<file path="src/clkdiv_pkg.sv">
package clkdiv_pkg;

   // ==========================================================
   // bus geometry
   localparam int          ADDR_W       = 12;
   localparam int          DATA_W       = 32;
   localparam int          IDX_W        = 10;
   localparam int          REG_W        = 8;

   // ==========================================================
   // register indices (byte address is four times the index)
   localparam logic [9:0]  IDX_DIV0_CYCLE_COUNTS = 10'h190;
   localparam logic [9:0]  IDX_DIV0_CONTROL      = 10'h191;
   localparam logic [9:0]  IDX_DIV0_ROUTING_DCC  = 10'h192;
   localparam logic [9:0]  IDX_DIV1_CYCLE_COUNTS = 10'h193;
   localparam logic [9:0]  IDX_DIV1_CONTROL      = 10'h194;
   localparam logic [9:0]  IDX_DIV1_ROUTING_DCC  = 10'h195;
   localparam logic [9:0]  IDX_INPUT_SOURCE      = 10'h1e1;
   localparam logic [9:0]  IDX_DIVIDER_STATUS    = 10'h1e2;

   localparam int          NUM_DIV       = 2;
   localparam int          REGS_PER_DIV  = 3;
   localparam int          NUM_CFG_REGS  = 6;
   localparam int          SLOT_W        = 3;

   // ==========================================================
   // field positions
   localparam int          CYC_LOW_MSB    = 7;
   localparam int          CYC_LOW_LSB    = 4;
   localparam int          CYC_HIGH_MSB   = 3;
   localparam int          CYC_HIGH_LSB   = 0;
   localparam int          CTL_BYPASS     = 7;
   localparam int          CTL_NOSYNC     = 6;
   localparam int          CTL_FORCE_HIGH = 5;
   localparam int          CTL_START_HIGH = 4;
   localparam int          CTL_PHASE_MSB  = 3;
   localparam int          CTL_PHASE_LSB  = 0;
   localparam int          RT_DIRECT      = 1;
   localparam int          RT_DCC_DISABLE = 0;
   localparam int          SRC_MSB        = 1;
   localparam int          ST_LEVEL_LSB   = 0;
   localparam int          ST_SYNC        = 2;

   // input-source codes
   localparam logic [1:0]  SRC_OSC = 2'b10;
   localparam logic [1:0]  SRC_EXT = 2'b00;

   // ==========================================================
   // reset values
   localparam logic [7:0]  RST_CFG_REG    = 8'h00;
   localparam logic [1:0]  RST_INPUT_SRC  = 2'b00;

   // divider counter width: a full period reaches 32 input cycles
   localparam int          CNT_W = 6;

   // ==========================================================
   // types
   typedef struct packed {
      logic [3:0] low_cycles;
      logic [3:0] high_cycles;
      logic       bypass;
      logic       nosync;
      logic       force_high;
      logic       start_high;
      logic [3:0] phase;
      logic       direct;
      logic       duty_correction_disable;
   } div_cfg_t;

   typedef enum logic [1:0] {
      ST_HOLD  = 2'b00,
      ST_PHASE = 2'b01,
      ST_RUN   = 2'b11
   } div_state_t;

endpackage

</file>
<file path="src/channel_clock_divider_pair.sv">
`timescale 1ns/1ns
module channel_clock_divider_pair
   import clkdiv_pkg::*;
(
   input  wire logic              clk_i,             // system clock
   input  wire logic              rst_i,             // sync reset, high
   input  wire logic [ADDR_W-1:0] adr_i,             // wishbone byte addr
   input  wire logic [DATA_W-1:0] dat_i,             // wishbone write data
   input  wire logic              we_i,              // wishbone write
   input  wire logic [3:0]        sel_i,             // wishbone lanes
   input  wire logic              cyc_i,             // wishbone cycle
   input  wire logic              stb_i,             // wishbone strobe
   output logic [DATA_W-1:0]      dat_o,             // wishbone read data
   output logic                   ack_o,             // wishbone ack
   input  wire logic              osc_i,             // internal_oscillator
   input  wire logic              ext_clk_i,         // external clock in
   input  wire logic              sync_n_i,          // chip sync, low
   output logic                   pair0_output_a_o,  // pair 0 output a
   output logic                   pair0_output_b_o,  // pair 0 output b
   output logic                   pair1_output_a_o,  // pair 1 output a
   output logic                   pair1_output_b_o   // pair 1 output b
);

   // ==========================================================
   // pin synchronisers
   // one private pair of flops per pin: the first stage is read only
   // by the second, so no logic ever sees a metastable level
   localparam int NUM_PINS = 3;

   logic [NUM_PINS-1:0] pin_raw;
   logic [NUM_PINS-1:0] pin_sync;
   logic                osc_s;
   logic                ext_s;
   logic                sync_s;

   // sync is inverted ahead of the flops so reset leaves it released
   assign pin_raw = {~sync_n_i, ext_clk_i, osc_i};

   genvar p;
   generate
      for (p = 0; p < NUM_PINS; p++)
      begin : g_pin
         logic meta_q;
         logic sync_q;

         always_ff @(posedge clk_i)
         begin
            if (rst_i)
            begin
               meta_q <= 1'b0;
               sync_q <= 1'b0;
            end
            else
            begin
               meta_q <= pin_raw[p];
               sync_q <= meta_q;
            end
         end

         assign pin_sync[p] = sync_q;
      end
   endgenerate

   assign osc_s  = pin_sync[0];
   assign ext_s  = pin_sync[1];
   assign sync_s = pin_sync[2];

   // ==========================================================
   // wishbone decode
   logic [IDX_W-1:0]  idx;
   logic              req;
   logic              wr_en;
   logic              hit_cfg;
   logic              hit_src;
   logic              hit_stat;
   logic [IDX_W-1:0]  slot_full;
   logic [SLOT_W-1:0] slot;

   assign idx       = adr_i[IDX_W+1:2];
   assign req       = cyc_i & stb_i & ~ack_o;
   assign wr_en     = req & we_i & sel_i[0];
   assign hit_cfg   = (idx >= IDX_DIV0_CYCLE_COUNTS)
                    & (idx <= IDX_DIV1_ROUTING_DCC);
   assign hit_src   = (idx == IDX_INPUT_SOURCE);
   assign hit_stat  = (idx == IDX_DIVIDER_STATUS);
   assign slot_full = idx - IDX_DIV0_CYCLE_COUNTS;
   assign slot      = slot_full[SLOT_W-1:0];

   // ==========================================================
   // register storage
   // every entry decodes its own enable; the read side is a one-hot
   // or-chain, so a slot past the table can neither write nor read
   logic [REG_W-1:0]        cfg_val [NUM_CFG_REGS];
   logic [REG_W-1:0]        cfg_chain [NUM_CFG_REGS];
   logic [NUM_CFG_REGS-1:0] cfg_sel;
   logic [REG_W-1:0]        cfg_rd;
   logic [1:0]              src_sel_q;

   genvar e;
   generate
      for (e = 0; e < NUM_CFG_REGS; e++)
      begin : g_entry
         logic [REG_W-1:0] ent_q;
         logic [REG_W-1:0] ent_rd;

         assign cfg_sel[e] = hit_cfg & (slot == SLOT_W'(e));
         assign cfg_val[e] = ent_q;
         assign ent_rd     = cfg_sel[e] ? ent_q : '0;

         always_ff @(posedge clk_i)
         begin
            if (rst_i)
            begin
               ent_q <= RST_CFG_REG;
            end
            else if (wr_en && cfg_sel[e])
            begin
               ent_q <= dat_i[REG_W-1:0];
            end
         end

         if (e == 0)
         begin : g_head
            assign cfg_chain[e] = ent_rd;
         end
         else
         begin : g_link
            assign cfg_chain[e] = cfg_chain[e-1] | ent_rd;
         end
      end
   endgenerate

   assign cfg_rd = cfg_chain[NUM_CFG_REGS-1];

   always_ff @(posedge clk_i)
   begin
      if (rst_i)
      begin
         src_sel_q <= RST_INPUT_SRC;
      end
      else if (wr_en && hit_src)
      begin
         src_sel_q <= dat_i[SRC_MSB:0];
      end
   end

   // ==========================================================
   // divider input selection
   // the oscillator code feeds the oscillator, every other code the
   // external clock input
   logic src_is_osc;
   logic src_is_ext;
   logic div_src;

   assign src_is_osc = (src_sel_q == SRC_OSC);
   assign src_is_ext = (src_sel_q == SRC_EXT);
   assign div_src    = src_is_osc ? osc_s : ext_s;

   // ==========================================================
   // channels
   // a source edge reaches the pairs five clocks after the pin through the counter, four in bypass, three when routed direct; a
   // source must toggle slower than half the clock to be counted
   logic [NUM_DIV-1:0] pair_q;
   logic [NUM_DIV-1:0] pair_d;
   logic [NUM_DIV-1:0] div_out;

   genvar g;
   generate
      for (g = 0; g < NUM_DIV; g++)
      begin : g_chan
         div_cfg_t         cfg;
         logic [REG_W-1:0] r_cyc;
         logic [REG_W-1:0] r_ctl;
         logic [REG_W-1:0] r_rt;
         logic             route_osc;
         logic             route_ext;

         assign r_cyc = cfg_val[g*REGS_PER_DIV];
         assign r_ctl = cfg_val[g*REGS_PER_DIV+1];
         assign r_rt  = cfg_val[g*REGS_PER_DIV+2];

         assign cfg.low_cycles  = r_cyc[CYC_LOW_MSB:CYC_LOW_LSB];
         assign cfg.high_cycles = r_cyc[CYC_HIGH_MSB:CYC_HIGH_LSB];
         assign cfg.bypass      = r_ctl[CTL_BYPASS];
         assign cfg.nosync      = r_ctl[CTL_NOSYNC];
         assign cfg.force_high  = r_ctl[CTL_FORCE_HIGH];
         assign cfg.start_high  = r_ctl[CTL_START_HIGH];
         assign cfg.phase       = r_ctl[CTL_PHASE_MSB:CTL_PHASE_LSB];
         assign cfg.direct      = r_rt[RT_DIRECT];
         assign cfg.duty_correction_disable = r_rt[RT_DCC_DISABLE];

         channel_divider u_div
         (
            .clk_i  (clk_i),
            .rst_i  (rst_i),
            .src_i  (div_src),
            .sync_i (sync_s),
            .cfg_i  (cfg),
            .div_o  (div_out[g])
         );

         // code 01b and the unlisted code leave the divider in place
         assign route_osc = cfg.direct & src_is_osc;
         assign route_ext = cfg.direct & src_is_ext;
         assign pair_d[g] = route_osc ? osc_s :
                            route_ext ? ext_s :
                                        div_out[g];
      end
   endgenerate

   always_ff @(posedge clk_i)
   begin
      if (rst_i)
      begin
         pair_q <= '0;
      end
      else
      begin
         pair_q <= pair_d;
      end
   end

   // both legs of a pair carry the same level; the pad makes it
   // differential
   assign pair0_output_a_o = pair_q[0];
   assign pair0_output_b_o = pair_q[0];
   assign pair1_output_a_o = pair_q[1];
   assign pair1_output_b_o = pair_q[1];

   // ==========================================================
   // read mux and acknowledge
   logic [DATA_W-1:0] rd_data;
   logic [REG_W-1:0]  status;

   assign status = {5'h00, sync_s, pair_q};
   assign rd_data = hit_cfg  ? DATA_W'(cfg_rd) :
                    hit_src  ? DATA_W'(src_sel_q) :
                    hit_stat ? DATA_W'(status) :
                               '0;

   // unmapped addresses are acknowledged, read zero, ignore writes
   always_ff @(posedge clk_i)
   begin
      if (rst_i)
      begin
         ack_o <= 1'b0;
         dat_o <= '0;
      end
      else
      begin
         ack_o <= req;
         dat_o <= req ? rd_data : '0;
      end
   end

endmodule

</file>
<file path="src/channel_divider.sv">
`timescale 1ns/1ns
module channel_divider
   import clkdiv_pkg::*;
(
   input  wire logic     clk_i,   // system clock
   input  wire logic     rst_i,   // synchronous reset, high
   input  wire logic     src_i,   // synchronised divider input level
   input  wire logic     sync_i,  // chip-level sync asserted
   input  wire div_cfg_t cfg_i,   // channel configuration
   output logic          div_o    // divider output level
);

   // ==========================================================
   // half-period lengths
   logic [CNT_W-1:0] total_len;
   logic [CNT_W-1:0] hi_len;
   logic [CNT_W-1:0] lo_len;
   logic [CNT_W-1:0] hi_dcc;
   logic             src_q;
   logic             src_edge;
   logic             hold;
   logic             forced;

   assign total_len = CNT_W'(cfg_i.low_cycles) + CNT_W'(cfg_i.high_cycles)
                    + CNT_W'(2);
   // correction splits the period evenly; an odd period gets the
   // extra input cycle on the high side
   assign hi_dcc    = CNT_W'((total_len + CNT_W'(1)) >> 1);
   assign hi_len    = cfg_i.duty_correction_disable ?
                      CNT_W'(cfg_i.high_cycles) + CNT_W'(1) : hi_dcc;
   assign lo_len    = cfg_i.duty_correction_disable ?
                      CNT_W'(cfg_i.low_cycles) + CNT_W'(1) :
                      total_len - hi_dcc;
   assign src_edge  = src_i & ~src_q;
   assign hold      = sync_i & ~cfg_i.nosync;
   assign forced    = sync_i & cfg_i.nosync;

   // ==========================================================
   // counter state machine
   div_state_t       state_q;
   div_state_t       state_d;
   logic [CNT_W-1:0] cnt_q;
   logic [CNT_W-1:0] cnt_d;
   logic             lvl_q;
   logic             lvl_d;
   logic             out_d;

   always_comb
   begin
      state_d = state_q;
      cnt_d   = cnt_q;
      lvl_d   = lvl_q;
      if (hold || cfg_i.bypass)
      begin
         // bypass powers the counter down; both restart from phase
         state_d = ST_HOLD;
         lvl_d   = cfg_i.start_high;
         cnt_d   = '0;
      end
      else
      begin
         case (state_q)
            ST_HOLD:
            begin
               lvl_d = cfg_i.start_high;
               if (cfg_i.phase != 4'h0)
               begin
                  state_d = ST_PHASE;
                  cnt_d   = CNT_W'(cfg_i.phase);
               end
               else
               begin
                  state_d = ST_RUN;
                  cnt_d   = cfg_i.start_high ? hi_len : lo_len;
               end
            end
            ST_PHASE:
            begin
               if (src_edge)
               begin
                  if (cnt_q <= CNT_W'(1))
                  begin
                     state_d = ST_RUN;
                     cnt_d   = lvl_q ? hi_len : lo_len;
                  end
                  else
                  begin
                     cnt_d = cnt_q - CNT_W'(1);
                  end
               end
            end
            ST_RUN:
            begin
               if (src_edge)
               begin
                  if (cnt_q <= CNT_W'(1))
                  begin
                     lvl_d = ~lvl_q;
                     cnt_d = lvl_q ? lo_len : hi_len;
                  end
                  else
                  begin
                     cnt_d = cnt_q - CNT_W'(1);
                  end
               end
            end
            default:
            begin
               state_d = ST_HOLD;
            end
         endcase
      end
   end

   assign out_d = cfg_i.bypass ? src_i :
                  forced       ? cfg_i.force_high : lvl_q;

   always_ff @(posedge clk_i)
   begin
      if (rst_i)
      begin
         state_q <= ST_HOLD;
         cnt_q   <= '0;
         lvl_q   <= 1'b0;
         src_q   <= 1'b0;
         div_o   <= 1'b0;
      end
      else
      begin
         state_q <= state_d;
         cnt_q   <= cnt_d;
         lvl_q   <= lvl_d;
         src_q   <= src_i;
         div_o   <= out_d;
      end
   end

endmodule

</file>
<file path="config.mk">
export PLATFORM = sky130hd
export DESIGN_NAME = channel_clock_divider_pair
export DESIGN_NICKNAME = d
export VERILOG_FILES = /design/src/clkdiv_pkg.sv /design/src/channel_clock_divider_pair.sv /design/src/channel_divider.sv
export SDC_FILE = /design/constraint.sdc
export NUM_CORES = 1
export LEC_CHECK = 0
export BUFFER_PORTS_ARGS = -buffer_cell sky130_fd_sc_hd__buf_2
export CORE_UTILIZATION = 38
export DETAILED_ROUTE_END_ITERATION = 6
export SKIP_LAST_GASP = 1
export SLEW_MARGIN = 20
export SYNTH_ARGS = -nofsm -noshare
export SYNTH_HDL_FRONTEND = slang
export SYNTH_SLANG_ARGS = --single-unit
</file>
<file path="constraint.sdc">
create_clock -name clk_i -period 3.6 [get_ports clk_i]
set_input_delay 0.72 -clock clk_i [delete_from_list [all_inputs] [get_ports clk_i]]
set_output_delay 0.72 -clock clk_i [all_outputs]
set_load 0.03 [all_outputs]
</file>
Word level (Yosys, flattened, before mapping)
Cells that the tools add are included.
{ "op_classes": {"magnitude_cmp": 4, "n_reduce_logical": 29, "bitwise_logic": 35, "muxes": 56, "n_mul": 0, "div_mod_pow": 0, "shift": 0, "n_addsub": 15, "eq_ne": 22} }
{ "ops": {"columns": ["op", "count"], "rows": [
  ["2-to-1 mux 6 bit", 20],
  ["2-to-1 mux 8 bit", 7],
  ["OR 8 bit", 5],
  ["case mux 6 bit (3 select lines)", 2],
  ["adder 4 x 1 -> 5 bit, second input constant", 4],
  ["AND 1 bit", 20],
  ["== test 10 x 9 -> 1 bit, second input constant", 2],
  ["AND reduction 3 bit", 6],
  ["2-to-1 mux 1 bit", 15],
  ["adder 6 x 1 -> 6 bit, second input constant", 2],
  ["adder 6 x 2 -> 6 bit, second input constant", 2],
  ["less-or-equal comparator 6 x 1 -> 1 bit, second input constant", 2],
  ["2-to-1 mux 2 bit", 6],
  ["case mux 2 bit (3 select lines)", 2],
  ["nonzero test 3 bit", 4],
  ["subtractor 6 x 1 -> 6 bit, second input constant", 2],
  ["subtractor 6 x 5 -> 6 bit", 2],
  ["adder 4 x 4 -> 5 bit", 2],
  ["greater-or-equal comparator 10 x 9 -> 1 bit, second input constant", 1],
  ["less-or-equal comparator 10 x 9 -> 1 bit, second input constant", 1],
  ["NOT 1 bit", 10],
  ["inequality test 3 x 1 -> 1 bit, second input constant", 3],
  ["inequality test 2 x 1 -> 1 bit, second input constant", 4],
  ["nonzero test 4 bit", 2],
  ["16 further kinds", 35]
]} }
{ "word_totals": {"regBits": 112, "n_memories": 0, "out_inout_bits": 37, "ramBits": 0, "latch_bits": 0, "in_bits": 56, "romBits": 0, "word_cells": 187} }

Longest topological paths before layout
Gate-level depths: netlist of the first run.
{ "logic_depth": {"word_depth": 10, "mapped_depth": 17, "depth_no_buf": 17} }

Modules after synthesis
A second synthesis of the first run with hierarchy kept.
{ "hier_totals": {"hier_cells": 723, "hier_area_um2": 6426.2} }
{ "by_module_without_submodules": {"columns": ["module", "seq_area_each_um2", "n_inst", "cells_each", "area_per_inst_um2"], "rows": [
  ["channel_clock_divider_pair", 1341.3, 1, 330, 3300.7],
  ["channel_divider (g_chan[1].u_div)", 220.2, 1, 199, 1572.8],
  ["channel_divider (g_chan[0].u_div)", 220.2, 1, 194, 1552.7]
]} }

Worst setup path after synthesis of the first run
OpenSTA, ideal clock, no wires.
{ "synth_timing": {"path_type": "register -> register", "from": "register g_entry[3].ent_q[0] (netlist: g_chan[1].r_cyc[0])", "to": "register g_chan[1].u_div.cnt_q[5]", "setup_time_ns": 0.070, "arrival_time_ns": 3.738, "path_stages_with_launch": 17, "t_required_ns": 3.530, "n_path_buf": 0, "slack_ns": -0.208, "period_less_slack_ns": 3.808, "path_cell_list": "dfxtp_1 -> ha_1 -> fa_1 -> xor2_1 -> ha_1 -> and3_1 -> o311ai_0 -> o2111ai_1 -> or2_2 -> ha_1 -> o21a_1 -> o31a_1 -> o21a_1 -> a311o_1 -> a211oi_1 -> o21ai_1 -> a21oi_1"} }
{ "synth_between": {"elab_chain_cells": 9, "elab_cells_between_ends": 14, "classes_between": "add/sub (4); mux (10)"} }
{ "synth_lines": {"columns": ["item", "line", "text"], "rows": [
  ["start: declaration", "channel_clock_divider_pair.sv:103", "logic [REG_W-1:0] ent_q;"],
  ["start signal: assignment", "channel_clock_divider_pair.sv:118", "ent_q <= dat_i[REG_W-1:0];"],
  ["adder 4 x 4 -> 5 bit *", "channel_divider.sv:24", "assign total_len = CNT_W'(cfg_i.low_cycles) + CNT_W'(cfg_i.high_cycles)"],
  ["adder 6 x 2 -> 6 bit *", "channel_divider.sv:25", "+ CNT_W'(2);"],
  ["adder 6 x 1 -> 6 bit", "channel_divider.sv:28", "assign hi_dcc = CNT_W'((total_len + CNT_W'(1)) >> 1);"],
  ["subtractor 6 x 5 -> 6 bit *", "channel_divider.sv:33", "total_len - hi_dcc;"],
  ["2-to-1 mux 6 bit *", "channel_divider.sv:31", "assign lo_len = cfg_i.duty_correction_disable ?"],
  ["2-to-1 mux 6 bit, on equally long branches", "channel_divider.sv:99, channel_divider.sv:84", null],
  ["2-to-1 mux 6 bit, on equally long branches", "channel_divider.sv:96, channel_divider.sv:81", null],
  ["2-to-1 mux 6 bit, on equally long branches", "channel_divider.sv:94, channel_divider.sv:79", null],
  ["case mux 6 bit (3 select lines) *", "channel_divider.sv:62", "case (state_q)"],
  ["end signal: assignment", "channel_divider.sv:131", "cnt_q <= cnt_d;"],
  ["end: declaration", "channel_divider.sv:42", "logic [CNT_W-1:0] cnt_q;"]
]} }
Mark *: on every way between the ends. The rest lies on a longest branch, timed or not. The select of a mux whose other input is x is not followed.
A chain may end at the register's enable or synchronous reset.

Worst setup path after layout of the first run
{ "layout_timing": {"from": "register g_entry[3].ent_q[4] (netlist: g_chan[1].r_cyc[4])", "to": "register g_chan[1].u_div.cnt_q[3]"} }
{ "layout_between": {"elab_chain_cells": 9, "elab_cells_between_ends": 16, "classes_between": "add/sub (5); mux (11)"} }
{ "layout_lines": {"columns": ["item", "line"], "rows": [
  ["adder 4 x 4 -> 5 bit", "channel_divider.sv:24"],
  ["adder 6 x 2 -> 6 bit", "channel_divider.sv:25"],
  ["adder 6 x 1 -> 6 bit", "channel_divider.sv:28"],
  ["subtractor 6 x 5 -> 6 bit", "channel_divider.sv:33"],
  ["2-to-1 mux 6 bit", "channel_divider.sv:31"],
  ["2-to-1 mux 6 bit, on equally long branches", "channel_divider.sv:99, channel_divider.sv:84"],
  ["2-to-1 mux 6 bit, on equally long branches", "channel_divider.sv:96, channel_divider.sv:81"],
  ["2-to-1 mux 6 bit, on equally long branches", "channel_divider.sv:94, channel_divider.sv:79"],
  ["case mux 6 bit (3 select lines) *", "channel_divider.sv:62"]
]} }
Marks and branches as above.

==> out/metrics.yaml, run 1 <==
run_status:
  status: "finished, violations left"
  violations: "negative setup slack"
routing:
  routed_via_density: 5.47
  drtPass1Iterations: 7
  drc_errors: 0
  wire_per_inst_um: 16.2
  routed_wl_um: 17700
  vias: 5981
  drt_iter0_drc: 393
  ant_nets: 0
critical_path:
  cpMostUsedCell: "buf_4"
  cp.depth: 20
  critPathLaunchType: "flip-flop"
  critPathCaptureType: "flip-flop"
  ff2ff_path_depth: 20
  reg2reg_from: "g_chan[1].r_cyc[4]$_SDFFE_PP0P_"
  worstPathMaxFanout: 5
  path_delay_family: "buffers and inverters"
  cpPeakStageDelay_ns: 0.63
  crit_chain: "ha_4 > fa_2 > inv_2 > ha_4 > and3_4 > o311ai_4 > o2111ai_2 > buf_4 > buf_4 > buf_4 > buf_4 > buf_4 > buf_4 > buf_4 > buf_4 > buf_4 > buf_4 > o21ai_1 > a311oi_1 > o22ai_1"
  reg2reg_setup_slack_ns: -0.006
  path_buf_inv: 11
  r2r_end: "g_chan[1].u_div.cnt_q[3]$_SDFFE_PP0P_"
  crit_arrival_ns: 3.88
  crit_slowest_cell: "fa_2"
  crit_type: "flip-flop to flip-flop"
  required_ns: 3.87
die:
  row_count: 47
  dieArea_mm2: 0.0175
  io_pins: 93
  start_util_pct: 38.8
  core_area_mm2: 0.0166
  die_h_um: 132
  die_x_um: 132
clocking:
  cts_root_buf: "clkbuf_16"
  clock_path_buffers: 2
  numClockSinks: 88
  clk_pin_slew_ns: 0.07
  cts_max_level: 3
  cts_tree: "yes"
  cts_inserted_buffers: 9
  clock_latency_ns: 0.35
timing:
  fin_ws_ns: -0.00636
  setup_tns_ns: -0.00636
  maxSlewHeadroom_pct: 41.6
  finalClockSkew_ns: 0.0112
  fmax_mhz: 277
  period_share_pct: 100
  finalHoldViolCount: 0
  setup_viol: 1
  tightest_slew_ns: 0.868
  rsz0062_at_grt: "yes"
  period_needed_ns: 3.61
  drv_slew: 0
logic_synthesis:
  avgSynthCellArea_um2: 8.10
  netlist_area_mm2: 0.00644
  ys_seq_area_share_pct: 27.4
  synth_xor_area_share_pct: 4.10
  synth_top_family_by_area: "compound AO/OA/AOI/OAI gates"
  ys_warn_count: 0
  ys_ff_latch: 88
  synth_cells: 795
  synth-edff-count: 0
  synth_compound_area_share_pct: 22.5
  synthAdderAreaFrac_pct: 8.31
  yosys.area_share.simple_pct: 20.9
  yosysUniqueCellTypes: 79
  muxShareOfSynthArea_pct: 9.60
  async_reset_ff_share_pct: 0
  ys.flop_type: "dfxtp_1"
global_route:
  use_met2_pct: 36.1
  grt_pass1_wl_um: 29100
  use_met3_pct: 3.61
  grt_max_degree: 42
  track_usage_pct: 20.8
  antenna_found_initial: 0
  grt_overflow: 0
  busiest_layer: "met2"
  first_global_vias: 5607
  gr-usage-met1_pct: 26.5
min_path:
  holdPathStages: 1
  hold_end: "g_pin[2].sync_q$_SDFF_PP0_"
  worst_hold_startpoint: "g_pin[2].meta_q$_SDFF_PP0_"
  worstHoldPathType: "flip-flop to flip-flop"
place:
  gp_congestion: 0.840
  numPortBuffers: 39
  dp_hpwl_um: 12800
  dp_cells: 1063
cells_and_area:
  finalNonFillerCells: 1094
  layout.nets: 966
  drive_gt1_share_pct: 22.2
  diodes: 0
  syn_to_final_growth_pct: 20.1
  n_fill_cell: 1630
power:
  leakage_nw: 2.99
  vdd_drop_max_v: 0.000424
  power_density_mw_per_mm2: 459
job:
  max-cap-violations: 0
## how the worst max path moves through the flow
stage / slack, ns / startpoint / endpoint
global placement: -0.16 / g_chan[1].r_cyc[0]$_SDFFE_PP0P_ / g_chan[1].u_div.cnt_q[5]$_SDFFE_PP0P_
detailed placement: -0.22 / g_chan[1].r_cyc[0]$_SDFFE_PP0P_ / g_chan[1].u_div.cnt_q[5]$_SDFFE_PP0P_
global route: -0.20 / g_chan[0].r_cyc[0]$_SDFFE_PP0P_ / g_chan[0].u_div.cnt_q[3]$_SDFFE_PP0P_
CTS: -0.01 / g_chan[1].r_cyc[0]$_SDFFE_PP0P_ / g_chan[1].u_div.cnt_q[5]$_SDFFE_PP0P_
floorplan: -0.0002 / g_chan[1].r_cyc[0]$_SDFFE_PP0P_ / g_chan[1].u_div.cnt_q[5]$_SDFFE_PP0P_
finish: -0.006 / g_chan[1].r_cyc[4]$_SDFFE_PP0P_ / g_chan[1].u_div.cnt_q[3]$_SDFFE_PP0P_
## layer usage
layer  up-vias  share of wire (%)
met5         -                  0
met2       108                 50
met1      2863                 45
li1       2990                  -
met3        20                3.7
met4         0                1.3
## sequential cells by signal (all words and copies together) (netlist names)
register and flops:
ack_o 1, dat_o 8, ext_s 1, g_chan.r_ctl 16, g_chan.r_cyc 16, g_chan.r_rt 16, g_chan.u_div.cnt_q 12, g_chan.u_div.div_o 2
g_chan.u_div.lvl_q 2, g_chan.u_div.src_q 1, g_chan.u_div.state_q 4, g_pin.meta_q 3, g_pin.sync_q 2, pair_q 2, src_sel_q 2
## logic make-up (layout without fill, tap and decap cells)
group,after synthesis,in the layout
AND/OR/NAND/NOR,276,276
flip-flops,88,88
XOR/XNOR,27,27
adder cells (fa/ha/maj),41,41
other,1,24
AO/OA/AOI/OAI,218,218
buffers and inverters,93,149
multiplexers,51,51
## cell usage in the layout (no fill, tap or decap), types with 9 or more instances in the layout
cell	synthesis	layout
a21oi_1	68	67
o21ai_0	30	27
nor3_1	16	14
a21o_1	10	10
mux2i_1	37	37
buf_4	27	67
a221oi_1	9	9
a22oi_1	14	14
ha_1	38	29
clkbuf_16	0	9
buf_2	4	39
inv_1	27	25
a31oi_1	14	14
nor2b_1	17	15
nor2_1	74	74
nand2_1	79	78
dfxtp_1	88	86
xor2_1	12	9
nand3_1	39	38
xnor2_1	13	12
conb_1	1	24
## report_power, final
group          internal, mW  switching (mW)
logic                 0.563           0.889
registers              1.07           0.129
clock network         0.477           0.429
total                  2.11            1.45
## per-stage QoR
| step | area (um2) | utilization, % | hold WS (ns) | setup slack, ns | power, mW |
|---|---|---|---|---|---|
| after floorplan | 6630 | - | 0.414 | -0.000212 | 2.38 |
| after global placement | 7120 | 42.9 | 0.418 | -0.164 | 2.64 |
| after detailed placement | 7120 | 42.9 | 0.427 | -0.219 | 2.63 |
| after CTS | 7580 | 45.7 | 0.452 | -0.00964 | 3.55 |
| after global routing | 7740 | 46.7 | 0.460 | -0.196 | 3.79 |
| final | 7740 | 46.7 | 0.443 | -0.00636 | 3.56 |
## timing repair
action,CTS,global route
pin swaps,15,10
resized for setup,20,24
endpoints found under the setup margin,5,6
buffers inserted,11,4
hold buffers,0,0
## cell usage after synthesis (9+ instances only)
cell type  number  share of area, %
dfxtp_1        88                27
nand2_1        79               4.6
nor2_1         74               4.3
a21oi_1        68               5.3
nand3_1        39               3.0
ha_1           38               7.4
mux2i_1        37               5.7
clkbuf_1       33               1.9
o21ai_0        30               2.3
buf_4          27               3.1
inv_1          27               1.6
nor2b_1        17               1.7
nor3_1         16               1.2
a22oi_1        14               1.6
a31oi_1        14               1.4
xnor2_1        13               1.8
xor2_1         12               1.6
a21o_1         10               1.2
a221oi_1        9               1.2
## cell type report
cell class | count | area (um2) | share of cell area (%)
multi-input combinational | 637 | 4620 | 59.7
sequential | 88 | 1760 | 22.8
timing repair buffer | 106 | 698 | 9.02
tap | 220 | 275 | 3.56
clock buffer | 10 | 229 | 2.96
inverter | 27 | 101 | 1.31
clock inverter | 6 | 51.3 | 0.663
## worst reg2reg max path, cell delays in order (launching register included)
cell       delay [ns]
dfxtp_2          0.34
ha_4             0.16
fa_2             0.63
inv_2            0.08
ha_4             0.17
and3_4           0.18
o311ai_4         0.08
o2111ai_2        0.19
buf_4            0.18
buf_4            0.13
buf_4            0.12
buf_4            0.12
buf_4            0.12
buf_4            0.12
buf_4            0.12
buf_4            0.12
buf_4            0.12
buf_4            0.13
o21ai_1          0.15
a311oi_1         0.11
o22ai_1          0.18
(Power assumes the default switching activity.)
==> run 2: changes to the inputs <==
--- a/config.mk
+++ b/config.mk
@@ -6,8 +6,12 @@
 export NUM_CORES = 1
 export LEC_CHECK = 0
 export BUFFER_PORTS_ARGS = -buffer_cell sky130_fd_sc_hd__buf_2
-export CORE_UTILIZATION = 38
+export CELL_PAD_IN_SITES_DETAIL_PLACEMENT = 1
+export CELL_PAD_IN_SITES_GLOBAL_PLACEMENT = 2
+export CORE_ASPECT_RATIO = 0.7
+export CORE_UTILIZATION = 31
 export DETAILED_ROUTE_END_ITERATION = 6
+export PLACE_DENSITY_LB_ADDON = 0.1
 export SKIP_LAST_GASP = 1
 export SLEW_MARGIN = 20
 export SYNTH_ARGS = -nofsm -noshare
==> out/metrics.yaml, run 2 (same netlist as run 1, synthesis figures left out) <==
timing:
  rsz0062_at_grt: "yes"
  fin_ws_ns: -0.0802  # -0.0739 ns
  finalHoldViolCount: 0  # unchanged
  finalClockSkew_ns: 0.00753  # -0.00366 ns
  setup_tns_ns: -0.233  # -0.226 ns
  drv_slew: 0  # unchanged
  period_needed_ns: 3.68  # +0.0739 ns
  fmax_mhz: 272  # -2.0%
  period_share_pct: 102  # +2.1 points
  maxSlewHeadroom_pct: 29.5  # -12 points
  tightest_slew_ns: 1.05  # +0.181 ns
  setup_viol: 4  # +3
critical_path:
  path_delay_family: "adder cells"
  path_buf_inv: 2  # -9
  crit_chain: "ha_4 > fa_2 > buf_6 > ha_4 > and3_4 > o311ai_4 > o2111ai_2 > or2_4 > ha_4 > o21a_1 > o31a_1 > buf_4 > a21oi_1 > nor3_1 > a21oi_1 > a311oi_2 > o22ai_1"
  cpMostUsedCell: "ha_4"
  required_ns: 3.84  # -0.03 ns
  crit_type: "flip-flop to flip-flop"
  critPathCaptureType: "flip-flop"
  crit_arrival_ns: 3.92  # +0.04 ns
  worstPathMaxFanout: 4  # -1
  critPathLaunchType: "flip-flop"
  cpPeakStageDelay_ns: 0.57  # -0.06 ns
  crit_slowest_cell: "fa_2"
routing:
  dr_wl_met2_um: 9340  # +6.0%
  drt_iter0_drc: 396  # +0.76%
  routed_via_density: 5.44  # -0.49%
  routed_wl_um: 23400  # +33%
  drc_errors: 0  # unchanged
  wire_per_inst_um: 20.2  # +25%
  drtPass1Iterations: 5  # -2
  ant_nets: 0  # unchanged
  wl_met3_um: 1130  # +70%
  wl_met1_um: 12800  # +61%
  highest_layer: "met4"
  vias: 6316  # +5.6%
cells_and_area:
  syn_to_final_growth_pct: 25.2
  final_common_cell: "dfxtp_1"
  mostFrequentLayoutCells: "83 x dfxtp_1, 82 x buf_4, 77 x nand2_1"
  n_fill_cell: 2389  # +47%
  diodes: 0  # unchanged
  layout.nets: 984  # +1.9%
  final_util_pct: 40.2  # -6.5 points
  drive_gt1_share_pct: 25.6  # +3.4 points
run_status:
  violations: "negative setup slack"
  status: "finished, violations left"
min_path:
  worstHoldPathType: "flip-flop to flip-flop"
job:
  max-cap-violations: 0  # unchanged
global_route:
  grt_max_degree: 40  # -4.8%
  antenna_found_initial: 0  # unchanged
  first_global_vias: 6260  # +12%
  track_usage_pct: 22.3  # +1.6 points
  grt_pass1_wl_um: 36300  # +25%
  grt_overflow: 0  # unchanged
power:
  total_power_mw: 3.78  # +6.3%
  power_density_mw_per_mm2: 469  # +2.0%
  leakage_nw: 3.12  # +4.2%
  vdd_drop_max_v: 0.000309  # -27%
place:
  numPortBuffers: 39  # unchanged
  dp_slack_ns: -0.381  # -0.162 ns
  dp_hpwl_um: 17600  # +37%
  gp_congestion: 0.846  # +0.67%
clocking:
  numClockSinks: 88  # unchanged
  cts_root_buf: "clkbuf_16"
  cts_inserted_buffers: 9  # unchanged
  cts_tree: "yes"
  clk_pin_slew_ns: 0.07  # about the same
  cts_max_level: 3  # unchanged
  clock_path_buffers: 2  # unchanged
  clock_latency_ns: 0.36  # about the same
die:
  die_h_um: 123  # -7.3%
  row_count: 43  # -8.5%
  core_area_mm2: 0.0201  # +21%
  die_x_um: 174  # +32%
  start_util_pct: 32.1  # -6.7 points
  io_pins: 93  # unchanged
  dieArea_mm2: 0.0214  # +22%
[run 2: cell types whose count changed in the layout (fill, tap and decap cells not counted), sizes merged]
cell      delta
clkinv       -1
clkbuf       +1
inv          -1
buf         +18
clkinvlp     -1
bufinv       +1
[run 2: worst paths after layout]
kind,start,endpoint,slack (ns),depth (start not counted)
worst min-delay path,g_pin[2].meta_q$_SDFF_PP0_,g_pin[2].sync_q$_SDFF_PP0_,0.44,1
worst max register to register,g_chan[1].r_cyc[0]$_SDFFE_PP0P_,g_chan[1].u_div.cnt_q[3]$_SDFFE_PP0P_,-0.08,17
worst max-delay path,g_chan[1].r_cyc[0]$_SDFFE_PP0P_,g_chan[1].u_div.cnt_q[3]$_SDFFE_PP0P_,-0.08,17
worst min register to register,g_pin[2].meta_q$_SDFF_PP0_,g_pin[2].sync_q$_SDFF_PP0_,0.44,1
[run 2: stage by stage]
stage	hold WS, ns	area [um2]	instances
final	0.441	8060	1161
after global routing	0.480	8060	1161
after CTS	0.445	7980	1159
after detailed placement	0.429	7290	1127
after global placement	0.420	7290	1127
after floorplan	0.414	6630	818
[run 2: final cells by class]
| class | count | area (um2) | area share (%) |
|---|---|---|---|
| clock inverter | 4 | 52.6 | 0.652 |
| inverter | 27 | 101 | 1.26 |
| timing repair buffer | 124 | 845 | 10.5 |
| clock buffer | 11 | 253 | 3.14 |
| tap | 270 | 338 | 4.19 |
| multi-input combinational | 637 | 4700 | 58.4 |
| sequential | 88 | 1770 | 21.9 |
[run 2: worst reg2reg max path: cells and delay by family (launching register included)]
kind	cells	cell delay, ns
flops	1	0.34
compound gates	8	1.11
simple gates	3	0.67
fa+ha+maj	4	1.19
buf+inv	2	0.24
[run 2: per-layer routing]
metal	track usage, %	up-vias
li1	-	3027
met1	34.8	3109
met2	31.6	166
met3	3.81	14
met4	3.95	0
met5	0	-
[run 2: what timing repair did]
| action | 4_1_cts | 5_1_grt |
|---|---|---|
| setup buffers | 17 | 2 |
| pin swaps | 32 | 24 |
| hold buffers | 0 | 0 |
| gates resized for setup | 52 | 13 |
| endpoints found under the setup margin | 6 | 8 |
[run 2: where the power goes]
| part | internal (mW) | switching, mW | total, mW |
|---|---|---|---|
| Clock | 0.575 | 0.421 | 0.996 |
| Sequential | 1.07 | 0.140 | 1.21 |
| Combinational | 0.573 | 1.00 | 1.58 |
